**config.mk**
```make
export PLATFORM = sky130hd
export DESIGN_NAME = unknown_dest_fwd_and_queue_map
export DESIGN_NICKNAME = d
export VERILOG_FILES = /design/src/logic/fwd_pkg.sv /design/src/logic/unknown_port_decode.sv /design/src/logic/unknown_dest_fwd_and_queue_map.sv
export VERILOG_INCLUDE_DIRS = /design/src /design/src/logic
export SDC_FILE = /design/constraint.sdc
export NUM_CORES = 1
export LEC_CHECK = 0
export BUFFER_PORTS_ARGS = -buffer_cell sky130_fd_sc_hd__clkbuf_2
export CAP_MARGIN = 10
export CORE_ASPECT_RATIO = 0.75
export CORE_MARGIN = 2
export CORE_UTILIZATION = 54
export CTS_CLUSTER_DIAMETER = 60
export CTS_CLUSTER_SIZE = 16
export DETAILED_ROUTE_END_ITERATION = 8
export PLACE_DENSITY = 0.86
export RECOVER_POWER = 100
export REMOVE_ABC_BUFFERS = 1
export SYNTH_ARGS = -nofsm -noshare
export SYNTH_HDL_FRONTEND = slang
export SYNTH_SLANG_ARGS = --single-unit
export TNS_END_PERCENT = 10
```
**constraint.sdc**
```tcl
create_clock -name mclk -period 6.07 [get_ports mclk]
set_input_delay 1.214 -clock mclk [delete_from_list [all_inputs] [get_ports mclk]]
set_output_delay 1.214 -clock mclk [all_outputs]
set_load 0.005 [all_outputs]
```
**src/logic/fwd_cfg.svh**
```systemverilog
`ifndef FWD_CFG_SVH
`define FWD_CFG_SVH

// ==========================================================================
// Register offsets on the management port.
`define OFS_TAG_HIGH_MAP 8'h81
`define OFS_QUEUE_SPLIT 8'h82
`define OFS_UNK_UCAST 8'h83
`define OFS_DRIVE_UNK_MCAST 8'h84

// ==========================================================================
// Field positions.
`define TAG4_MSB 1
`define TAG4_LSB 0
`define SPLIT_MSB 7
`define SPLIT_LSB 6
`define FWD_EN_BIT 5
`define FWD_MAP_MSB 4
`define FWD_MAP_LSB 0
`define DRIVE_MSB 7
`define DRIVE_LSB 6

// ==========================================================================
// Reset values and fixed read-only contents.
`define TAG4_RESET 2'h2
`define SPLIT_RESET 2'h2
`define DRIVE_RESET 2'h1
`define FWD_EN_RESET 1'h0
`define FWD_MAP_RESET 5'h00
`define SPLIT_RSVD_VALUE 6'h04

// ==========================================================================
// Tag value, split codes and egress port masks.
`define PCP_FOUR 3'h4
`define SPLIT_AT_THREE 2'h0
`define SPLIT_AT_TWO 2'h2
`define SPLIT_AT_ONE 2'h3
`define MAP_PORT1 4'h1
`define MAP_PORT2 4'h2
`define MAP_BOTH 4'h3
`define MAP_ALL 4'hF
`define PORTS_NONE 4'h0
`define PORTS_P1 4'h1
`define PORTS_P2 4'h2
`define PORTS_BOTH 4'h3
`define PORTS_ALL 4'hF

`endif

```
**src/logic/fwd_pkg.sv**
```systemverilog
`include "fwd_cfg.svh"

package fwd_pkg;

    // ======================================================================
    // Frame classification request from the lookup engine.
    typedef struct packed {
        logic valid;
        logic [2:0] pcp;
        logic use_ext;
        logic [1:0] ext_prio;
        logic unk_ucast;
        logic unk_mcast;
        logic ip_mcast;
    } frame_req_s;

    // Priority and queue answer.
    typedef struct packed {
        logic valid;
        logic [1:0] prio;
        logic high_queue;
    } prio_res_s;

    // Special forwarding answer for an unknown destination.
    typedef struct packed {
        logic apply;
        logic [3:0] ports;
    } fwd_s;

    // Fold a 2-bit priority onto the low or high queue.
    function automatic logic fold_high(logic [1:0] split, logic [1:0] prio);
        logic hi;
        hi = 1'b0;
        case (split)
            `SPLIT_AT_THREE: hi = (prio == 2'h3);
            `SPLIT_AT_ONE: hi = (prio != 2'h0);
            // split 10.
            // The unsupported code behaves like the reset split.
            default: hi = (prio >= 2'h2);
        endcase
        return hi;
    endfunction : fold_high

    // Decode a port map; bit 0 is ignored, unlisted codes send nowhere.
    function automatic logic [3:0] decode_ports(logic [4:0] map);
        logic [3:0] p;
        p = `PORTS_NONE;
        case (map[4:1])
            `MAP_PORT1: p = `PORTS_P1;
            `MAP_PORT2: p = `PORTS_P2;
            `MAP_BOTH: p = `PORTS_BOTH;
            `MAP_ALL: p = `PORTS_ALL;
            default: p = `PORTS_NONE;
        endcase
        return p;
    endfunction : decode_ports

endpackage : fwd_pkg

```
**src/logic/unknown_port_decode.sv**
```systemverilog
`timescale 1ns/100ps
`include "fwd_cfg.svh"

module unknown_port_decode (
    input wire logic mclk, // Core clock.
    input wire logic resetn, // Synchronous reset, active low.
    input wire logic hit, // Frame of this class is presented.
    input wire logic enable, // Special forwarding enabled.
    input wire logic [4:0] port_map, // Programmed port map.
    output fwd_pkg::fwd_s fwd // Registered forwarding answer.
);

    // ======================================================================
    // Decode stage.
    // A disabled map yields no special handling; normal flooding applies.
    always_ff @(posedge mclk) begin
        if (!resetn) begin
            fwd <= '0;
        end else begin
            fwd.apply <= hit && enable;
            fwd.ports <= (hit && enable) ?
                fwd_pkg::decode_ports(port_map) : `PORTS_NONE;
        end
    end
endmodule : unknown_port_decode

```
**src/logic/unknown_dest_fwd_and_queue_map.sv**
```systemverilog
`timescale 1ns/100ps
`include "fwd_cfg.svh"

module unknown_dest_fwd_and_queue_map (
    input wire logic mclk, // Core clock, 100 MHz.
    input wire logic resetn, // Synchronous reset, active low.
    input wire logic reg_wr, // Register write strobe.
    input wire logic reg_rd, // Register read strobe.
    input wire logic [7:0] reg_addr, // Register offset.
    input wire logic [7:0] reg_wdata, // Write data.
    output logic [7:0] reg_rdata, // Read data, one cycle after reg_rd.
    input wire logic two_queue_mode, // Two-queue configuration selected.
    input fwd_pkg::frame_req_s req, // Frame to classify.
    output fwd_pkg::prio_res_s res, // Priority and queue answer.
    output fwd_pkg::fwd_s ucast_fwd, // Unknown unicast forwarding.
    output fwd_pkg::fwd_s mcast_fwd, // Unknown non-IP multicast forwarding.
    output logic [1:0] drive_strength // Stored drive strength code.
);

    // ======================================================================
    // Configuration storage.
    logic [1:0] tag4_reg;
    logic [1:0] split_reg;
    logic ucast_en_reg;
    logic [4:0] ucast_map_reg;
    logic mcast_en_reg;
    logic [4:0] mcast_map_reg;
    logic [1:0] drive_reg;
    logic [1:0] prio_next;
    logic [1:0] hit;
    logic [1:0] fwd_en;
    logic [4:0] fwd_map [2];
    fwd_pkg::fwd_s fwd_out [2];

    // Writes touch only the writable fields; the rest is never stored.
    // reserved ignore
    always_ff @(posedge mclk) begin
        if (!resetn) begin
            tag4_reg <= `TAG4_RESET;
            split_reg <= `SPLIT_RESET;
            ucast_en_reg <= `FWD_EN_RESET;
            ucast_map_reg <= `FWD_MAP_RESET;
            mcast_en_reg <= `FWD_EN_RESET;
            mcast_map_reg <= `FWD_MAP_RESET;
            drive_reg <= `DRIVE_RESET;
        end else if (reg_wr) begin
            unique case (reg_addr)
                `OFS_TAG_HIGH_MAP: begin
                    tag4_reg <= reg_wdata[`TAG4_MSB:`TAG4_LSB];
                end
                `OFS_QUEUE_SPLIT: begin
                    split_reg <= reg_wdata[`SPLIT_MSB:`SPLIT_LSB];
                end
                `OFS_UNK_UCAST: begin
                    ucast_en_reg <= reg_wdata[`FWD_EN_BIT];
                    ucast_map_reg <= reg_wdata[`FWD_MAP_MSB:`FWD_MAP_LSB];
                end
                `OFS_DRIVE_UNK_MCAST: begin
                    drive_reg <= reg_wdata[`DRIVE_MSB:`DRIVE_LSB];
                    mcast_en_reg <= reg_wdata[`FWD_EN_BIT];
                    mcast_map_reg <= reg_wdata[`FWD_MAP_MSB:`FWD_MAP_LSB];
                end
                default: begin
                end
            endcase
        end
    end

    // ======================================================================
    // Read path; unmapped offsets and unheld bits read as zero, except the split register's low bits, which read 04.
    // reserved readback
    always_ff @(posedge mclk) begin
        if (!resetn) begin
            reg_rdata <= 8'h00;
        end else if (reg_rd) begin
            unique case (reg_addr)
                `OFS_TAG_HIGH_MAP: reg_rdata <= {6'h00, tag4_reg};
                `OFS_QUEUE_SPLIT: reg_rdata <= {split_reg, `SPLIT_RSVD_VALUE};
                `OFS_UNK_UCAST: begin
                    reg_rdata <= {2'h0, ucast_en_reg, ucast_map_reg};
                end
                `OFS_DRIVE_UNK_MCAST: begin
                    reg_rdata <= {drive_reg, mcast_en_reg, mcast_map_reg};
                end
                default: reg_rdata <= 8'h00;
            endcase
        end
    end

    // The drive code is only recorded; pads are outside this block.
    always_ff @(posedge mclk) begin
        if (!resetn) begin
            drive_strength <= `DRIVE_RESET;
        end else begin
            drive_strength <= drive_reg;
        end
    end

    // ======================================================================
    // Priority and queue fold.
    // tag four
    always_comb begin
        prio_next = req.ext_prio;
        if (!req.use_ext && req.pcp == `PCP_FOUR) begin
            prio_next = tag4_reg;
        end
    end

    // Four-queue mode reports high_queue as zero; prio is then the queue.
    // two-queue fold
    always_ff @(posedge mclk) begin
        if (!resetn) begin
            res <= '0;
        end else begin
            res.valid <= req.valid;
            res.prio <= prio_next;
            res.high_queue <= req.valid && two_queue_mode &&
                fwd_pkg::fold_high(split_reg, prio_next);
        end
    end

    // ======================================================================
    // Unknown destination forwarding, one decoder per frame class.
    // unicast enable
    assign hit[0] = req.valid && req.unk_ucast;
    assign fwd_en[0] = ucast_en_reg;
    assign fwd_map[0] = ucast_map_reg;
    assign hit[1] = req.valid && req.unk_mcast && !req.ip_mcast;
    assign fwd_en[1] = mcast_en_reg;
    assign fwd_map[1] = mcast_map_reg;

    for (genvar k = 0; k < 2; k++) begin : g_dec
        unknown_port_decode u_dec (
            .mclk(mclk),
            .resetn(resetn),
            .hit(hit[k]),
            .enable(fwd_en[k]),
            .port_map(fwd_map[k]),
            .fwd(fwd_out[k])
        );
    end

    assign ucast_fwd = fwd_out[0];
    assign mcast_fwd = fwd_out[1];
endmodule : unknown_dest_fwd_and_queue_map

```
---- Yosys cells after proc, flatten, opt, wreduce, memory -nomap -nowiden ----
Cells that the tools add are included.
storage, ports and cells
  input bits .............................. 31
  logic and storage cells ................. 56
  output and inout bits ................... 24
  register bits after elaboration ......... 42
operators by class
  multiplexer cells ....................... 6
  $lt $le $gt $ge ......................... 1
  equal/unequal tests ..................... 15
  reduce and logical (&&, ||, !) cells .... 18
operators with widths
  kind                count
  $eq 8x8->1 const B  4
  $pmux 4 s4          2
  $pmux 8 s4          1
  $eq 4x2->1 const B  4
  $reduce_and 2->1    6
  $eq 4x1->1 const B  2
  $eq 4x4->1 const B  2
  $logic_and 1x1->1   8
  $eq 2x2->1 const B  2
  $eq 3x3->1 const B  1
  $ge 2x2->1 const B  1
  $logic_not 1->1     2
  $logic_not 2->1     1
  $mux 2              1
  $pmux 1 s2          1
  $reduce_bool 2->1   1
  $mux 1              1

---- Longest topological paths before layout ----
Gate-level depths: netlist of run 1.
  depth after elaboration ................. 7
  mapped depth ............................ 5
  depth with buffers taken out ............ 5

---- Modules after synthesis ----
A second synthesis of run 1 with hierarchy kept.
second synthesis, totals
  cells, all modules ...................... 190
  area, all modules ....................... 1808.0 um^2
by module, submodules not included
  module                          instances  seq. area each (um^2)  area an instance (um^2)  cells each
  unknown_dest_fwd_and_queue_map  1          640.6                  1535.2                   162
  unknown_port_decode             2          80.1                   136.4                    14

---- Worst setup path before layout of run 1 ----
OpenSTA, ideal clock, no wires.
  path type ............................... input -> register
  start ................................... in reg_addr[3]
  end ..................................... reg drive_reg[0]
  cell stages on the path ................. 4
  setup time .............................. 0.121 ns
  path buffers ............................ 1
  data required time ...................... 5.949 ns
  arrival ................................. 2.783 ns
  slack ................................... 3.166 ns
  path through ............................ or4b_1 buf_6 nor4_4 mux2_4
between the ends
  cells in the longest elaborated chain, start to end .. 2
ends and longest elaborated chain
  what                               RTL line                              RTL
  start, declared                    unknown_dest_fwd_and_queue_map.sv:9   input wire logic [7:0] reg_addr,
  $eq 8x8->1                         unknown_dest_fwd_and_queue_map.sv:47  unique case (reg_addr)
  $reduce_and 2->1 (no source line)  n/a
  end signal, assigned               unknown_dest_fwd_and_queue_map.sv:45  drive_reg <= `DRIVE_RESET;
  end signal, assigned               unknown_dest_fwd_and_queue_map.sv:59  drive_reg <= reg_wdata[`DRIVE_MSB:`DRIVE_LSB];
  end, declared                      unknown_dest_fwd_and_queue_map.sv:28  logic [1:0] drive_reg;
Every way passes these cells.
A chain may end at the register's enable or synchronous reset.

---- Worst setup path in the final report of run 1 ----
Same ends and word-level chain as after synthesis.

==> results.md, run 1 <==
* Status: complete, but fails checks
* Failing checks: capacitance limit, slew limit
* Fin cells at 276
* CTS clock-pin slew for the worst setup and hold paths at 70 ps
* Netlist cell types at 44
* Routed vias at 1511
* Largest registers: g_dec.u_dec.fwd x8, reg_rdata x8
* Clock Skew at 7.00 ps
* Antenna cell count at 0
* Die H at 54.0 um
* Core footprint at 3240 um2
* Area contributors post-synth: dfxtp_1 45%, mux2i_1 11%, nand2_1 5.8%
* Slew margin rel. at -31.6%
* Lkg Pwr at 0.863 nW
* CTS tree: done
* Grt ovf at 0
* Max H-tree Level at 2
* Synth Area in XOR/XNOR at 0%
* Worst-path maximum fanout at 8
* Place WS at 2920 ps
* Synth Warn # at 0
* Drt drc at 0
* Post-CTS setup buffer count at 0
* CTS Buf Count at 5
* Met3 WL post-DR at 258 um
* Largest net degree at the start of global routing at 36
* Seq/Total Area, Yosys at 44.6%
* Yosys top cell area share at 44.6%
* Max Cap Viol at 1
* Worst-Skew Late Latency at 290 ps
* DP Wirelength at 2.80 mm
* First DRT Iteration DRCs at 73
* Slew Viols, Final at 9
* Initial antenna violation count at 0
* Crit path arrival time at 3890 ps
* Sequential cell fraction of total power at 57.4%
* Worst EP required at 6250 ps
* DIE AREA at 3810 um2
* Synth Area in Adders at 1.39%
* Comb pwr share at 7.2%
* Final hold viol count at 0
* Gp weighted congestion at 0.795
* Mapped cell area at 1800 um2
* Post-Synth Simple-Gate Area at 23.8%
* Area delta synth->final at 17.3%
* Fin nets at 269
* Most frequent cells in the layout: 45 x clkbuf_2, 40 x dfxtp_1, 28 x nand2_1
* Worst setup margin at 2360 ps
* CP endpoint kind: register
* Commonest non-fill, non-tap cell in the layout: clkbuf_2
* Wire length per cell at 13.7 um
* TritonCTS sink count at 40
* Pwr Density at 218 nW/um2
* Post-synth EDFFs at 0
* Primary FF master, synth: dfxtp_1
* DRT Pass-1 Iters at 4
* Clock buffer depth at 2
* CTS root buffer: clkbuf_8
* Final setup fails at 0
* Placed Cells at 269
* Largest family of logic cells by synthesized area: simple AND/OR/NAND/NOR gates
* Minimum clock period after layout at 3710 ps
* Avg Vias per Cell at 5.47
* Hold WC Path Type: reg2reg
* Mux contribution to synthesized area at 13.3%
* Cell Rows at 18
* Hold-fix buffers, CTS at 0
* Setup TNS at 0 ps
* Final ANT Viol Nets at 0
* First-pass GRT wire length at 6.13 mm
* Worst slew pin tran at 1960 ps
* Count of state elements after synthesis at 40
* Gr usage total at 21.1%
* FFs w/ async S/R, synth at 0%
* Top Layer Used: met4
* Vias in the first global route at 1361
* Fmax at 269 MHz
* Mapped Avg Cell Area at 9.66 um2
* Final Cycle Share at 61.2%
* IR drop worst, VDD at 0.122 mV
* Switching Share at 22.7%
* Int Pwr at 0.356 mW
* RSZ-0062 raised after global routing: false
* Startpoint Class: primary input
* Drt total wl at 3.79 mm
* Metal2 WL at 1.65 mm
* Switching pwr at 0.104 mW
* WL met1 at 1.85 mm
* Synthesized instance count at 186
* Post_cts resized at 0
* Io pins at 55
* Critical path class: in2reg
* Initial Util at 55.4%
* Layout cells sized above 1 at 23.7%
* Compound-gate portion of the synthesized area at 12.5%
* Yosys top cell by area: dfxtp_1
* Clock power frac at 35.4%
* Die W at 70.6 um
* Buffers on Ports at 54
cell usage after synthesis (2+ instances only):
cell type,instances
dfxtp_1,40
nand2_1,28
mux2i_1,19
nor2_1,12
a32o_1,8
nor2b_1,7
clkbuf_1,6
inv_1,6
nand2b_1,5
and3_1,4
nand3_1,4
a221oi_1,3
mux2_2,3
a211oi_1,2
a22o_1,2
and3b_1,2
buf_1,2
buf_4,2
ha_1,2
nor3_1,2
nor4b_1,2
o21ai_0,2
o21bai_1,2
worst paths after layout:
kind                startpoint           endpoint  cells past startpoint  slack (ps)
setup / recovery   reg_addr[3]       drive_reg[0]                      4        2360
hold / removal    drive_reg[1]  drive_strength[1]                      2         460
setup reg to reg  split_reg[0]             res[0]                      5        4610
hold reg to reg   drive_reg[1]  drive_strength[1]                      2         460
metrics by stage:
step                hold WS, ps  util, %  instance area (um2)  total power, mW
finish                      461     65.0                 2110            0.460
global route                482     65.0                 2110            0.481
CTS                         462     65.9                 2140            0.463
detailed placement          451     63.5                 2060            0.304
global placement            445     63.5                 2060            0.304
floorplan                   427        -                 1740            0.284
worst max-delay path, cell delays in order:
cell and delay [ps]:
clkbuf_2 70, or4b_1 640, nor4_1 1600, mux2_4 360
routing by layer:
metal	vias to the layer above	GRT usage, %
met5	-	0
met4	0	5.66
met2	46	32.9
met1	702	27.7
li1	759	-
met3	4	8.24
logic make-up after synthesis:
kind of cell	count (synthesis)
AO/OA/AOI/OAI	26
adder cells (fa/ha/maj)	2
multiplexers	23
AND/OR/NAND/NOR	78
buffers and inverters	17
flip-flops	40
power by group through the flow:
stage | clock (mW) | sequential (mW) | combinational (mW)
after global routing | 0.179 | 0.264 | 0.0372
after detailed placement | 0 | 0.270 | 0.0341
after CTS | 0.165 | 0.264 | 0.0343
after global placement | 0 | 0.270 | 0.0335
after floorplan | 0 | 0.270 | 0.0130
final | 0.163 | 0.264 | 0.0334
final cells by class:
type	instances	area [um2]
fill	290	1140
multi-input combinational	129	897
sequential	40	801
timing repair buffer	54	259
clock buffer	6	72.6
tap	40	50.0
inverter	6	22.5
clock inverter	1	5.00
Power figures use the tool's default switching activity.
==> inputs of run 2 (changes only) <==
--- a/config.mk
+++ b/config.mk
@@ -10,11 +10,11 @@
 export CAP_MARGIN = 10
 export CORE_ASPECT_RATIO = 0.75
 export CORE_MARGIN = 2
-export CORE_UTILIZATION = 54
+export CORE_UTILIZATION = 45
 export CTS_CLUSTER_DIAMETER = 60
 export CTS_CLUSTER_SIZE = 16
 export DETAILED_ROUTE_END_ITERATION = 8
-export PLACE_DENSITY = 0.86
+export PLACE_DENSITY = 0.77
 export RECOVER_POWER = 100
 export REMOVE_ABC_BUFFERS = 1
 export SYNTH_ARGS = -nofsm -noshare
==> constraint.sdc (replaced) <==
create_clock -name mclk -period 3.4 [get_ports mclk]
set_input_delay 0.68 -clock mclk [delete_from_list [all_inputs] [get_ports mclk]]
set_output_delay 0.68 -clock mclk [all_outputs]
set_load 0.005 [all_outputs]
==> results.md, run 2 (synthesis results as in run 1) <==
* Clock power frac at 38.0% (was 35.4%)
* Io pins at 55 (unchanged)
* Dpl cell area at 2110 um2 (was 2060 um2)
* Core footprint at 3730 um2 (was 3240 um2)
* Design Area, Final at 2170 um2 (was 2110 um2)
* Startpoint Class: primary input (unchanged)
* Max H-tree Level at 2 (unchanged)
* Worst Hold Path EP: ucast_map_reg[0] (was drive_strength[1])
* Gp weighted congestion at 0.810 (was 0.795)
* Final ANT Viol Nets at 0 (unchanged)
* Post-CTS setup buffer count at 0 (unchanged)
* Drt drc at 0 (unchanged)
* Layout cells sized above 1 at 24.1% (was 23.7%)
* Minimum clock period after layout at 2470 ps
* Largest net degree at the start of global routing at 35 (was 36)
* Final setup fails at 0 (unchanged)
* Antenna cell count at 0 (unchanged)
* Drt total wl at 4.10 mm (was 3.79 mm)
* Initial antenna violation count at 0 (unchanged)
* Comb pwr share at 7.3% (was 7.2%)
* CTS clock-pin slew for the worst setup and hold paths at 80 ps (was 70 ps)
* Fin nets at 273 (was 269)
* Die W at 77.0 um (was 70.6 um)
* Hold Crit Start: ucast_map_reg[0] (was drive_reg[1])
* Avg Vias per Cell at 5.21 (was 5.47)
* Final hold viol count at 0 (unchanged)
* Final core utilization at 58.1% (was 65.0%)
* RSZ-0062 raised after global routing: false (unchanged)
* Cell Rows at 19 (was 18)
* Post_cts resized at 0 (unchanged)
* Setup TNS at 0 ps (unchanged)
* Switching pwr at 0.201 mW (was 0.104 mW)
* Hold-fix buffers, CTS at 0 (unchanged)
* Grt ovf at 0 (unchanged)
* Die H at 58.7 um (was 54.0 um)
* Area delta synth->final at 20.7% (was 17.3%)
* Clock buffer depth at 2 (unchanged)
* Critical path class: in2reg (unchanged)
* R2R cell count at 5 (unchanged)
* Most frequent cells in the layout: 45 x clkbuf_2, 40 x dfxtp_1, 28 x nand2_1 (unchanged)
* Hold Crit Depth at 2 (unchanged)
* Int Pwr at 0.662 mW (was 0.356 mW)
* CTS root buffer: clkbuf_8 (unchanged)
* Max Cap Viol at 0 (was 1)
* Fmax at 406 MHz
* Vias in the first global route at 1353 (was 1361)
* Worst-path maximum fanout at 7 (was 8)
* First-pass GRT wire length at 6.57 mm (was 6.13 mm)
* Largest registers: g_dec.u_dec.fwd x8, reg_rdata x8 (unchanged)
* Slew margin rel. at 6.39% (was -31.6%)
* Status: completed (was complete, but fails checks)
* Clock Skew at 7.99 ps (was 7.00 ps)
* Gr usage total at 19.1% (was 21.1%)
* Routed vias at 1526 (was 1511)
* Pwr Density at 398 nW/um2 (was 218 nW/um2)
* DIE AREA at 4520 um2 (was 3810 um2)
* Worst-Skew Late Latency at 300 ps (was 290 ps)
* First DRT Iteration DRCs at 59 (was 73)
* DP Wirelength at 2.99 mm (was 2.80 mm)
* Commonest non-fill, non-tap cell in the layout: clkbuf_2 (unchanged)
* Slew Viols, Final at 0 (was 9)
* DRT Pass-1 Iters at 4 (unchanged)
* Fin cells at 293 (was 276)
* IR drop worst, VDD at 0.234 mV (was 0.122 mV)
* Initial Util at 48.1% (was 55.4%)
* Hold WC Path Type: reg2reg (unchanged)
* R2r startpoint: split_reg[1] (was split_reg[0])
* CTS tree: done (unchanged)
* TritonCTS sink count at 40 (unchanged)
* Placed Cells at 285 (was 269)
* Worst EP required at 3620 ps (was 6250 ps)
* Sequential cell fraction of total power at 54.7% (was 57.4%)
* CP endpoint kind: register (unchanged)
* Wire length per cell at 14.0 um (was 13.7 um)
* Crit path arrival time at 2690 ps (was 3890 ps)
* CTS Buf Count at 5 (unchanged)
* Final Cycle Share at 72.5%
* Worst slew pin tran at 1400 ps (was 1960 ps)
* Switching Share at 23.3% (was 22.7%)
* Lkg Pwr at 0.875 nW (was 0.863 nW)
* Buffers on Ports at 54 (unchanged)
* Reg2reg setup slack at 1970 ps (was 4610 ps)
* Worst r2r dst: res[0] (unchanged)
==> run 2: layout make-up <==
class                   instances  area, um2
clock buffers                   7       86.3
multi-input cells             129        908
repair buffers                 58        278
fillers                       350       1560
flip-flops and latches         40        801
inverters                       6       22.5
well taps                      52       65.1
clock inverters                 1       7.51
==> run 2: worst max-delay path, cell delays in order <==
cell	delay, ps
clkbuf_2	70
or4b_1	680
nor3_1	980
mux2i_1	270
==> run 2: power groups by stage <==
stage          combinational, mW  sequential [mW]  clock [mW]
2_1_floorplan             0.0233            0.483           0
3_3_place_gp              0.0630            0.483           0
3_5_place_dp              0.0633            0.483           0
4_1_cts                   0.0639            0.472       0.334
5_1_grt                   0.0697            0.472       0.356
6_report                  0.0629            0.472       0.328
==> run 2: per-layer routing <==
| metal | up-vias | routed length, um | track usage [%] |
|---|---|---|---|
| met5 | - | 0 | 0 |
| met4 | 0 | 38 | 7.01 |
| met3 | 5 | 323 | 5.37 |
| met2 | 64 | 1680 | 28.2 |
| met1 | 685 | 2060 | 26.8 |
| li1 | 772 | - | - |
==> run 2: metrics by stage <==
| stage | setup WS [ps] | power, mW | hold WS, ps |
|---|---|---|---|
| global placement | 969 | 0.546 | 440 |
| global route | 813 | 0.897 | 476 |
| detailed placement | 858 | 0.546 | 450 |
| CTS | 1130 | 0.870 | 459 |
| floorplan | 1000 | 0.506 | 427 |
| finish | 934 | 0.863 | 460 |
==> run 2: worst max-delay path by stage <==
stage / slack, ps / start / end
2_1_floorplan: 1000 / reg_addr[3] / drive_reg[0]
3_3_place_gp: 970 / reg_addr[3] / mcast_map_reg[1]
3_5_place_dp: 860 / reg_addr[3] / mcast_map_reg[4]
4_1_cts: 1130 / reg_addr[3] / mcast_map_reg[1]
5_1_grt: 810 / reg_addr[3] / ucast_en_reg
6_report: 930 / reg_addr[3] / ucast_map_reg[4]
